**src/logic/icfm_regs.vh**
```
// Register indices, field positions, reset values and timing counts of the clock monitor.
`ifndef ICFM_REGS_VH
`define ICFM_REGS_VH
`define ICFM_CLK_NS 50
`define ICFM_TICK_NS 1000
`define ICFM_TICK_CYC (`ICFM_TICK_NS / `ICFM_CLK_NS)
`define ICFM_STBL0_US 40
`define ICFM_STBL1_US 80
`define ICFM_STBL2_US 11'd320
`define ICFM_STBL3_US 11'd1280
`define ICFM_STBL0_TICKS (`ICFM_STBL0_US * 1000 / `ICFM_TICK_NS)
`define ICFM_STBL1_TICKS (`ICFM_STBL1_US * 1000 / `ICFM_TICK_NS)
`define ICFM_IDX_CTL1 8'h5b
`define ICFM_IDX_CTL2 8'h5c
`define ICFM_IDX_LOW 8'h5d
`define ICFM_IDX_HIGH 8'h5e
`define ICFM_IDX_FREQ 8'h5f
`define ICFM_IDX_STAT 8'h70
`define ICFM_IDX_MASK 8'h71
`define ICFM_IDX_LIVE 8'h72
`define ICFM_B_SWAP 6
`define ICFM_B_PLLRST 5
`define ICFM_B_SRCSEL 4
`define ICFM_B_SWAP_DIS 7
`define ICFM_B_FORCE_RDY 6
`define ICFM_B_FORCE_CLK 5
`define ICFM_B_RSTMODE 6
`define ICFM_RST_CTL1 8'h20
`define ICFM_RST_CTL2 8'h02
`define ICFM_RST_LOW 8'h06
`define ICFM_RST_HIGH 8'h2c
`define ICFM_EV_VALID_UP 0
`define ICFM_EV_VALID_DN 1
`define ICFM_EV_FREQ 2
`define ICFM_SY_RAW 0
`define ICFM_SY_PLL 1
`define ICFM_SY_LINK 2
`define ICFM_SY_5V 3
`define ICFM_SY_SWAP 4
`define ICFM_SY_MODE 5
`define ICFM_SY_N 6
`endif

```
**src/logic/icfm_freq_meter.v**
```verilog
// Edge counter that measures a synchronised clock level over one microsecond windows.
`timescale 1ns/1ps
module icfm_freq_meter (
  input wire clk, // Block clock.
  input wire reset_n, // Asynchronous reset, active low.
  input wire tick, // One-cycle pulse that closes each window.
  input wire clk_level, // Measured clock, already synchronised.
  output reg [7:0] count_q, // Rising edges seen in the last window, in MHz.
  output reg done_q // One-cycle pulse when count_q is fresh.
);
  reg lvl_q;
  reg [7:0] cnt_q;
  wire rise;
  wire [7:0] cnt_inc;

  // One rising edge per microsecond window equals one MHz.
  assign rise = clk_level & ~lvl_q;
  // Saturate so a clock far too fast cannot wrap to a small reading.
  assign cnt_inc = (cnt_q == 8'hff) ? cnt_q : cnt_q + 8'h01;

  // Count edges and hand the total over at the end of each window.
  always @(posedge clk or negedge reset_n) begin
    if (!reset_n) begin
      lvl_q <= 1'b0;
      cnt_q <= 8'h00;
      count_q <= 8'h00;
      done_q <= 1'b0;
    end else begin
      lvl_q <= clk_level;
      done_q <= tick;
      if (tick) begin
        count_q <= rise ? cnt_inc : cnt_q;
        cnt_q <= 8'h00;
      end else if (rise) begin
        cnt_q <= cnt_inc;
      end
    end
  end
endmodule

```
**src/logic/icfm_top.v**
```verilog
// Input clock frequency monitor with clock-valid, link-ready, reset policy and swap control.
`timescale 1ns/1ps
`include "icfm_regs.vh"
module icfm_top #(
  parameter [10:0] STBL2_US = `ICFM_STBL2_US, // Stability time of code 2, in microseconds.
  parameter [10:0] STBL3_US = `ICFM_STBL3_US // Stability time of code 3, in microseconds.
) (
  input wire CLK, // Block clock, 20 MHz.
  input wire RESET_N, // Asynchronous reset, active low.
  input wire CYC_I, // Wishbone cycle.
  input wire STB_I, // Wishbone strobe.
  input wire WE_I, // Wishbone write enable.
  input wire [9:0] ADR_I, // Wishbone byte address.
  input wire [3:0] SEL_I, // Wishbone byte selects.
  input wire [31:0] DAT_I, // Wishbone write data.
  output wire [31:0] DAT_O, // Wishbone read data.
  output wire ACK_O, // Wishbone acknowledge.
  input wire IN_CLK_RAW, // Video input clock ahead of the PLL.
  input wire IN_CLK_PLL, // Video input PLL output clock.
  input wire LINK_DETECT, // Back-channel link detected, level.
  input wire SUPPLY_5V_DETECT, // Source +5 V present, level.
  input wire SWAP_DETECTED, // Auto-detected dual-link swap state, level.
  input wire LINK_MODE, // Link mode level; any change is a mode change.
  output wire CLOCK_VALID, // Input clock judged valid.
  output wire LINK_READY, // Link ready indication.
  output wire SWAP_ACTIVE, // Current dual-link swap state.
  output wire PHY_RESET, // One-cycle reset pulse to the receiver PHY.
  output wire PLL_RESET, // One-cycle reset pulse to the link transmit PLL.
  output wire IRQ // Level interrupt.
);
  // Timing counts are worked out as integers, then cut to the counter widths on purpose.
  localparam integer TICK_LAST_I = `ICFM_TICK_CYC - 1;
  localparam integer STBL0_I = `ICFM_STBL0_TICKS;
  localparam integer STBL1_I = `ICFM_STBL1_TICKS;
  localparam [4:0] TICK_LAST = TICK_LAST_I[4:0];
  localparam [10:0] STBL0_T = STBL0_I[10:0];
  localparam [10:0] STBL1_T = STBL1_I[10:0];

  reg [`ICFM_SY_N-1:0] sy1_q;
  reg [`ICFM_SY_N-1:0] sy2_q;
  reg [7:0] ctl1_q;
  reg [7:0] ctl2_q;
  reg [7:0] low_q;
  reg [7:0] high_q;
  reg [2:0] stat_q;
  reg [2:0] mask_q;
  reg [2:0] stat_d;
  reg [7:0] freq_q;
  reg [10:0] stbl_q;
  reg [4:0] div_q;
  reg tick_q;
  reg mode_q;
  reg valid_q;
  reg ready_q;
  reg phy_rst_q;
  reg pll_rst_q;
  reg irq_q;
  reg ack_q;
  reg [31:0] dat_q;
  reg [7:0] rdata;
  reg [10:0] stbl_thr;
  reg [7:0] diff;
  reg freq_chg;
  wire [`ICFM_SY_N-1:0] pins;
  wire meas_lvl;
  wire [7:0] meas;
  wire meas_done;
  wire req;
  wire [7:0] idx;
  wire wr;
  wire in_range;
  wire stable;
  wire valid_d;
  wire mode_chg;

  assign pins = {LINK_MODE, SWAP_DETECTED, SUPPLY_5V_DETECT, LINK_DETECT, IN_CLK_PLL, IN_CLK_RAW};

  // Two-flop synchronisers; only the second stage feeds any logic.
  genvar g;
  generate
    for (g = 0; g < `ICFM_SY_N; g = g + 1) begin : sync
      always @(posedge CLK or negedge RESET_N) begin
        if (!RESET_N) begin
          sy1_q[g] <= 1'b0;
          sy2_q[g] <= 1'b0;
        end else begin
          sy1_q[g] <= pins[g];
          sy2_q[g] <= sy1_q[g];
        end
      end
    end
  endgenerate

  // Source select picks the clock that the meter sees.
  assign meas_lvl = ctl1_q[`ICFM_B_SRCSEL] ? sy2_q[`ICFM_SY_PLL]
    : sy2_q[`ICFM_SY_RAW];

  // Microsecond tick divider; only the meter window and the stability count work on this enable.
  always @(posedge CLK or negedge RESET_N) begin
    if (!RESET_N) begin
      div_q <= 5'h00;
      tick_q <= 1'b0;
    end else begin
      tick_q <= (div_q == TICK_LAST);
      div_q <= (div_q == TICK_LAST) ? 5'h00 : div_q + 5'h01;
    end
  end

  icfm_freq_meter meter (
    .clk(CLK),
    .reset_n(RESET_N),
    .tick(tick_q),
    .clk_level(meas_lvl),
    .count_q(meas),
    .done_q(meas_done)
  );

  // Hysteresis filter; a reading of zero always goes through so loss of signal shows at once.
  always @* begin
    diff = (meas > freq_q) ? meas - freq_q : freq_q - meas;
    freq_chg = 1'b0;
    if (meas_done) begin
      if (meas == 8'h00 || freq_q == 8'h00) begin
        freq_chg = (meas != freq_q);
      end else begin
        freq_chg = (diff > {5'h00, ctl2_q[2:0]});
      end
    end
  end

  // Stability time chosen by the two-bit select.
  always @* begin
    case (ctl2_q[4:3])
      2'b00: stbl_thr = STBL0_T;
      2'b01: stbl_thr = STBL1_T;
      2'b10: stbl_thr = STBL2_US;
      default: stbl_thr = STBL3_US;
    endcase
  end

  // Stored frequency and the time it has held inside the band.
  always @(posedge CLK or negedge RESET_N) begin
    if (!RESET_N) begin
      freq_q <= 8'h00;
      stbl_q <= 11'h000;
    end else begin
      if (freq_chg) begin
        freq_q <= meas;
        stbl_q <= 11'h000;
      end else if (tick_q && stbl_q != 11'h7ff) begin
        stbl_q <= stbl_q + 11'h001;
      end
    end
  end

  assign stable = (stbl_q >= stbl_thr);
  // Limits include their own value; zero means no signal and never passes.
  assign in_range = (freq_q != 8'h00)
    && (freq_q >= {2'b00, low_q[5:0]})
    && (freq_q <= {1'b0, high_q[6:0]});
  // The force bit bypasses both checks; otherwise validity falls one cycle after a check fails.
  assign valid_d = ctl2_q[`ICFM_B_FORCE_CLK] | (in_range & stable);
  assign mode_chg = (sy2_q[`ICFM_SY_MODE] != mode_q);

  // Output flags and reset pulses.
  always @(posedge CLK or negedge RESET_N) begin
    if (!RESET_N) begin
      valid_q <= 1'b0;
      ready_q <= 1'b0;
      mode_q <= 1'b0;
      phy_rst_q <= 1'b0;
      pll_rst_q <= 1'b0;
    end else begin
      valid_q <= valid_d;
      ready_q <= ctl2_q[`ICFM_B_FORCE_RDY] | sy2_q[`ICFM_SY_LINK];
      mode_q <= sy2_q[`ICFM_SY_MODE];
      // The PHY reset is held off only when mode 1 is chosen and the supply is present.
      phy_rst_q <= (freq_chg | mode_chg)
        & ~(low_q[`ICFM_B_RSTMODE] & sy2_q[`ICFM_SY_5V]);
      pll_rst_q <= freq_chg & ctl1_q[`ICFM_B_PLLRST];
    end
  end

  // Wishbone decode: one word per register, answered one cycle after the request.
  assign req = CYC_I & STB_I & ~ack_q;
  assign idx = ADR_I[9:2];
  assign wr = req & WE_I & SEL_I[0];

  // Read mux; unmapped indices read zero and reserved bits read zero.
  always @* begin
    case (idx)
      `ICFM_IDX_CTL1: rdata = {1'b0, ctl1_q[6:4], 4'h0};
      `ICFM_IDX_CTL2: rdata = ctl2_q;
      `ICFM_IDX_LOW: rdata = {1'b0, low_q[6:0]};
      `ICFM_IDX_HIGH: rdata = {1'b0, high_q[6:0]};
      `ICFM_IDX_FREQ: rdata = freq_q;
      `ICFM_IDX_STAT: rdata = {5'h00, stat_q};
      `ICFM_IDX_MASK: rdata = {5'h00, mask_q};
      `ICFM_IDX_LIVE: rdata = {5'h00, SWAP_ACTIVE, ready_q, valid_q};
      default: rdata = 8'h00;
    endcase
  end

  // Bus handshake and read data; ack drops the cycle after it was given.
  always @(posedge CLK or negedge RESET_N) begin
    if (!RESET_N) begin
      ack_q <= 1'b0;
      dat_q <= 32'h0000_0000;
    end else begin
      ack_q <= req;
      if (req) begin
        dat_q <= {24'h000000, rdata};
      end
    end
  end

  // Software-written control registers; the frequency register ignores writes.
  always @(posedge CLK or negedge RESET_N) begin
    if (!RESET_N) begin
      ctl2_q <= `ICFM_RST_CTL2;
      low_q <= `ICFM_RST_LOW;
      high_q <= `ICFM_RST_HIGH;
      mask_q <= 3'h0;
    end else if (wr) begin
      case (idx)
        `ICFM_IDX_CTL2: ctl2_q <= DAT_I[7:0];
        `ICFM_IDX_LOW: low_q <= {1'b0, DAT_I[6:0]};
        `ICFM_IDX_HIGH: high_q <= {1'b0, DAT_I[6:0]};
        `ICFM_IDX_MASK: mask_q <= DAT_I[2:0];
        default: mask_q <= mask_q;
      endcase
    end
  end

  // Control one: the swap bit follows the detector unless correction is off.
  always @(posedge CLK or negedge RESET_N) begin
    if (!RESET_N) begin
      ctl1_q <= `ICFM_RST_CTL1;
    end else begin
      if (wr && idx == `ICFM_IDX_CTL1) begin
        ctl1_q[`ICFM_B_PLLRST] <= DAT_I[`ICFM_B_PLLRST];
        ctl1_q[`ICFM_B_SRCSEL] <= DAT_I[`ICFM_B_SRCSEL];
      end
      if (!ctl2_q[`ICFM_B_SWAP_DIS]) begin
        ctl1_q[`ICFM_B_SWAP] <= sy2_q[`ICFM_SY_SWAP];
      end else if (wr && idx == `ICFM_IDX_CTL1) begin
        ctl1_q[`ICFM_B_SWAP] <= DAT_I[`ICFM_B_SWAP];
      end
    end
  end

  // Sticky events, cleared by writing one; a new event in the same cycle wins.
  always @* begin
    stat_d = stat_q;
    if (wr && idx == `ICFM_IDX_STAT) begin
      stat_d = stat_q & ~DAT_I[2:0];
    end
    if (valid_d && !valid_q) begin
      stat_d[`ICFM_EV_VALID_UP] = 1'b1;
    end
    if (!valid_d && valid_q) begin
      stat_d[`ICFM_EV_VALID_DN] = 1'b1;
    end
    if (freq_chg) begin
      stat_d[`ICFM_EV_FREQ] = 1'b1;
    end
  end

  // Status and interrupt registers; the interrupt is a level, not a pulse.
  always @(posedge CLK or negedge RESET_N) begin
    if (!RESET_N) begin
      stat_q <= 3'h0;
      irq_q <= 1'b0;
    end else begin
      stat_q <= stat_d;
      irq_q <= |(stat_d & mask_q);
    end
  end

  // Every output comes straight from a flip-flop, so no glitch reaches the pins.
  assign DAT_O = dat_q;
  assign ACK_O = ack_q;
  assign CLOCK_VALID = valid_q;
  assign LINK_READY = ready_q;
  assign SWAP_ACTIVE = ctl1_q[`ICFM_B_SWAP];
  assign PHY_RESET = phy_rst_q;
  assign PLL_RESET = pll_rst_q;
  assign IRQ = irq_q;
endmodule

```
**config.mk**
```make
export PLATFORM = sky130hd
export DESIGN_NAME = icfm_top
export DESIGN_NICKNAME = d
export VERILOG_FILES = /design/src/logic/icfm_freq_meter.v /design/src/logic/icfm_top.v
export VERILOG_INCLUDE_DIRS = /design/src /design/src/logic
export SDC_FILE = /design/constraint.sdc
export NUM_CORES = 1
export LEC_CHECK = 0
export BUFFER_PORTS_ARGS = -buffer_cell sky130_fd_sc_hd__buf_2
export CORE_AREA = 2 2 136 98
export CTS_CLUSTER_SIZE = 30
export DETAILED_ROUTE_END_ITERATION = 6
export DIE_AREA = 0 0 138 100
export PLACE_DENSITY = 0.75
export SLEW_MARGIN = 20
export SYNTH_ARGS = -nofsm -noshare
export SYNTH_HDL_FRONTEND = slang
export SYNTH_HIERARCHICAL = 1
export SYNTH_SLANG_ARGS = --single-unit
```
**constraint.sdc**
```tcl
create_clock -name CLK -period 9.9 [get_ports CLK]
set_input_delay 1.98 -clock CLK [delete_from_list [all_inputs] [get_ports CLK]]
set_output_delay 1.98 -clock CLK [all_outputs]
set_load 0.01 [all_outputs]
```
# Word-level counts from Yosys, hierarchy flattened
# Index checks and enable logic that the tools add are counted.
# totals
input_bits	57
wordCells	117
ff_bits	101
out_inout_bits	39
# classes
n_lt_le_gt_ge	5
n_reduce_logical	20
muxes	18
bitwise	18
n_eq_ne	16
addsub	5
# op_table
op	count
8-bit by 7-bit == test with 1-bit output, second input constant	8
8-bit one-hot mux with 8 select lines	1
11-bit one-hot mux with 3 select lines	1
8-bit 2-to-1 mux	4
11-bit 2-to-1 mux	2
8-bit logical NOT	2
8-bit subtractor	2
11-bit by 1-bit adder with 11-bit output, second input constant	1
11-bit >= comparator	1
11-bit != test, second input constant	1
1-bit bitwise AND	9
8-bit by 1-bit adder with 8-bit output, second input constant	1
8-bit == test, second input constant	1
8-bit by 6-bit >= comparator with 1-bit output	1
8-bit by 3-bit > comparator with 1-bit output	1
8-bit > comparator	1
8-bit by 7-bit less-or-equal comparator with 1-bit output	1
1-bit 2-to-1 mux	8
8-bit != test	1
2-bit AND reduction	4
8-bit nonzero test	1
1-bit logical AND	7
3-bit bitwise AND	2
5-bit by 1-bit adder with 5-bit output, second input constant	1
other kinds (15)	20

# Longest topological paths before layout
# depth
word_depth	10
depth_mapped	20
mapped_depth_nobuf	18

# By module
# Netlist, hierarchy kept.
# modules_own_cells
module	seq_area_each_um2	cells_each	area_each_um2	n_inst
icfm_top	2085.8	492	5205.0	1
icfm_freq_meter	450.4	89	910.9	1

# Least setup slack after synthesis
# No wires, ideal clock.
# synth_timing
kind	input port to flip-flop
start	input port ADR_I[9]
end	register irq_q (netlist: IRQ)
arrival_ns	3.464
path_slack_ns	6.304
setup_ns	0.133
required_time_ns	9.767
stages	7
n_path_buf	0
path_cell_list	nand3b_4 > or4b_4 > nor3b_4 > nand2_2 > a311oi_1 > o31a_2 > o211ai_2
# synth_via
elab_chain_cells	6
elab_cells_between_ends	8
classes_between	1 x eq/ne; 4 x mux; 1 x bitwise; 2 x reduce/logical
# synth_rtl
element	line	source
start, declared	icfm_top.v:13	input wire [9:0] ADR_I,
8-bit by 7-bit == test with 1-bit output (*)	n/a	
1-bit logical AND (no line) (*)	n/a	
3-bit 2-to-1 mux (*)	icfm_top.v:255	if (wr && idx == `ICFM_IDX_STAT) begin
1-bit 2-to-1 mux (on tied branches)	icfm_top.v:258, icfm_top.v:261, icfm_top.v:264	
3-bit bitwise AND (*)	icfm_top.v:276	irq_q <= |(stat_d & mask_q);
3-bit OR reduction (*)	icfm_top.v:276	
end signal, assigned	icfm_top.v:276	
end, declared	icfm_top.v:57	reg irq_q;
# Every way passes the cells marked *; elsewhere a longest branch is shown, timed or not.
# A chain may end at the register's enable or synchronous reset.

# Worst setup path in the final report
# layout_timing
start	register freq_q[2]
end	register freq_q[7]
# layout_via
elab_chain_cells	5
elab_cells_between_ends	10
classes_between	2 x add/sub; 2 x order compare; 1 x eq/ne; 3 x mux; 2 x reduce/logical
# layout_rtl
element	line	source
start, declared	icfm_top.v:48	reg [7:0] freq_q;
start signal, assigned	icfm_top.v:148	freq_q <= meas;
8-bit subtractor / 8-bit > comparator (equally long branches)	icfm_top.v:120	diff = (meas > freq_q) ? meas - freq_q : freq_q - meas;
8-bit 2-to-1 mux	icfm_top.v:120	
8-bit by 3-bit > comparator with 1-bit output	icfm_top.v:126	freq_chg = (diff > {5'h00, ctl2_q[2:0]});
1-bit 2-to-1 mux (*)	icfm_top.v:123	if (meas == 8'h00 || freq_q == 8'h00) begin
1-bit 2-to-1 mux (*)	icfm_top.v:122	if (meas_done) begin
# Marks and branches as above.

==> impl_metrics.py <==
metrics = {
    "sta": {
        "tns_ns": 0,
        "achievable-frequency_mhz": 233.4,
        "worst_pin_slew_ns": 0.8017,
        "post-route-worst-setup-slack_ns": 5.615,
        "final_min_period_over_clock_period_pct": 43.28,
        "hold-worst-slack_ns": 0.3521,
        "max-slew-margin-rel_pct": 46.55,
        "rsz0062_at_grt": "no",
        "setup_viol_count_final": 0,
        "finalClockSkew_ns": 0.01079,
        "final_critical_delay_including_setup_and_external_delays_ns": 4.285,
        "final-hold-violation-count": 0,
        "slew_violations": 0,
    },
    "synth": {
        "list_of_most_frequent_post_synthesis_cells": "dfrtp_1 (94), inv_1 (49), nand2_1 (46)",
        "postSynth.asyncResetShare_pct": 100.0,
        "library_cell_with_the_highest_instance_count_after_synthesis": "dfrtp_1",
        "synth-edff-count": 0,
        "ys_seq_elements": 101,
        "syn_avg_cell_area_um2": 10.53,
        "netlist_area_before_placement_um2": 6116,
        "synth_sequential_area_ratio_pct": 41.47,
        "postSynthCellCount": 581,
        "synth.largest_area_cell": "dfrtp_1",
        "dominantRegCellSynth": "dfrtp_1",
        "ys_top_cells_by_area": "dfrtp_1 (38%), ha_1 (9.2%), mux2_2 (4.4%)",
        "synth-warning-count": 6,
        "post_synth_num_cell_types": 75,
        "synth_top_cell_area_share_pct": 38.46,
    },
    "critical_path": {
        "cp.required_ns": 10.11,
        "crit_type": "reg -> reg",
        "cp-start-kind": "flip-flop",
        "worst_setup_path_end_kind": "flip-flop",
        "arrival_ns": 4.50,
        "critPathMaxFanout": 20,
    },
    "global_route": {
        "grt_start_max_net_pins": 66,
        "first_global_vias": 4339,
        "grt-ovfl-total": 0,
        "grt_usage_pct": 20.18,
        "initial_antenna_violation_count": 0,
        "wire_length_of_the_first_global_routing_pass_um": 22250,
    },
    "run": {
        "maxCapViolCount": 0,
    },
    "floorplan": {
        "core_area_um2": 12700,
        "die_h_um": 100,
        "std_cell_rows": 35,
        "floorplan.io_pins": 96,
        "die_w_um": 138,
        "initial_utilization_pct": 48.16,
        "die_area_um2": 13800,
    },
    "clock_tree": {
        "hold_buffers": 0,
        "cts.root.buffer_cell": "clkbuf_16",
        "sink_count_of_the_clock_tree": 101,
        "post_cts_buffers": 0,
        "clk_transition_reported_paths_ns": 0.06,
        "worstSkewPairLatency_ns": 0.34,
        "numCtsBuffers": 9,
        "cts-htree-levels": 3,
        "clockBufferDepth": 2,
        "cts_tree": "done",
        "postCtsResizedCells": 0,
    },
    "detailed_routing": {
        "wl_per_cell_um": 17.01,
        "postRouteWirelength_um": 13370,
        "vias_per_cell": 5.665,
        "drtIter0Drc": 262,
        "drt-pass1-iter-count": 5,
        "drc": 0,
        "route.antenna.remaining_nets": 0,
        "detailed_route_via_count": 4453,
    },
    "finish": {
        "fillers": 1109,
        "synthToLayoutAreaGrowth_pct": 8.408,
        "antenna-diode-count": 0,
        "area.sequential_um2": 2536,
        "area_taken_by_multi_input_logic_gates_um2": 3177,
        "fin_nets": 719,
        "layout-drive-gt1-share_pct": 20.65,
    },
    "place": {
        "replace_congestion": 0.9117,
        "pre_cts_ws_ns": 5.711,
        "detailed_place_hpwl_um": 10110,
        "io_buffers": 42,
    },
    "power": {
        "ir_worst_vdd_mv": 0.1843,
        "power.density_cell_area_nw_per_um2": 198.2,
        "leakagePower_nw": 3.036,
    },
    "run_status": {
        "status": "complete, no violations",
    },
    "min_path": {
        "worst_hold_path_type": "reg -> reg",
    },
}
-- final timing paths --
kind / startpoint / to / slack, ns / cells past startpoint
worst max-delay path: freq_q[2]$_DFFE_PN0N_ / freq_q[7]$_DFFE_PN0N_ / 5.61 / 15
worst min-delay path: sy1_q[2]$_DFF_PN0_ / sy2_q[2]$_DFF_PN0_ / 0.35 / 0
worst max register to register: freq_q[2]$_DFFE_PN0N_ / freq_q[7]$_DFFE_PN0N_ / 5.61 / 15
worst min register to register: sy1_q[2]$_DFF_PN0_ / sy2_q[2]$_DFF_PN0_ / 0.35 / 0
max in group asynchronous: RESET_N / meter/count_q[6]$_DFFE_PN0P_ / 7.14 / 2
min in group asynchronous: RESET_N / mask_q[1]$_DFFE_PN0P_ / 1.60 / 1
-- metal layers --
layer	up-vias	part of all wire [%]	global-route usage [%]
li1	2076	-	-
met1	2185	48	29.61
met2	168	43	29.82
met3	24	6.9	4.962
met4	0	1.8	6.044
met5	-	0	0
-- where the power goes --
part | switching [mW] | internal, mW | total, mW
combinational | 0.258 | 0.212 | 0.470
clock | 0.149 | 0.210 | 0.359
sequential | 0.0439 | 0.441 | 0.485
total | 0.451 | 0.863 | 1.31
-- worst max-delay path, cell delays in order, from the launching register on --
cell and delay [ns]:
dfrtp_1 0.53, inv_1 0.11, ha_1 0.52, a21oi_4 0.11
o2111ai_2 0.25, o21ai_1 0.12, a21oi_2 0.25, mux2_2 0.39
ha_1 0.29, nand3_1 0.08, o21ai_0 0.11, o211ai_1 0.28
nor2_1 0.09, nand4_1 0.15, and3_4 0.52, mux2_1 0.37
-- sequential cells by signal, summed over array words and instances (netlist names), 2 cells and up --
signal and flops:
div_q 5, meter/cnt_q 8, sy2_q 6, high_q 7, sy1_q 6, ctl2_q 8, DAT_O 8, low_q 7
mask_q 3, ctl1_q 2, meter/count_q 8, freq_q 8, stbl_q 11, stat_q 3
-- final cells by class --
| class | count | area share, % |
|---|---|---|
| clock buffer | 13 | 3.925 |
| clock inverter | 3 | 0.6794 |
| inverter | 49 | 2.774 |
| multi-input combinational | 411 | 47.91 |
| sequential | 101 | 38.25 |
| tap | 166 | 3.133 |
| timing repair buffer | 43 | 3.321 |
-- stage by stage --
| step | utilization [%] | area [µm²] | std cells | power, mW |
|---|---|---|---|---|
| floorplan | - | 6202 | 604 | 0.8549 |
| global placement | 49.80 | 6325 | 770 | 0.9318 |
| detailed placement | 49.80 | 6325 | 770 | 0.9522 |
| CTS | 52.21 | 6630 | 786 | 1.313 |
| global route | 52.21 | 6630 | 786 | 1.398 |
| finish | 52.21 | 6630 | 786 | 1.314 |
-- cells in the final DEF, fill, tap and decap left out, types with 16 or more instances in the layout --
master / n
ha_1: 45
a21oi_1: 17
dfrtp_1: 94
nand2_1: 46
inv_1: 49
conb_1: 24
nand3_1: 16
mux2_2: 24
buf_2: 41
nor2_1: 32
-- cells by family (layout without fill, tap and decap cells) --
family                   after synthesis  count (layout)  share of synthesized area, %
AO/OA/AOI/OAI                         98              98                         11.56
flip-flops                           101             101                         41.47
other                                  1              24                       0.06132
adder cells (fa/ha/maj)               47              47                         9.861
buffers and inverters                 92             108                         7.999
AND/OR/NAND/NOR                      174             174                         16.31
multiplexers                          48              48                         9.881
XOR/XNOR                              20              20                         2.864
Note: power is estimated with default switching activity, not from simulation.
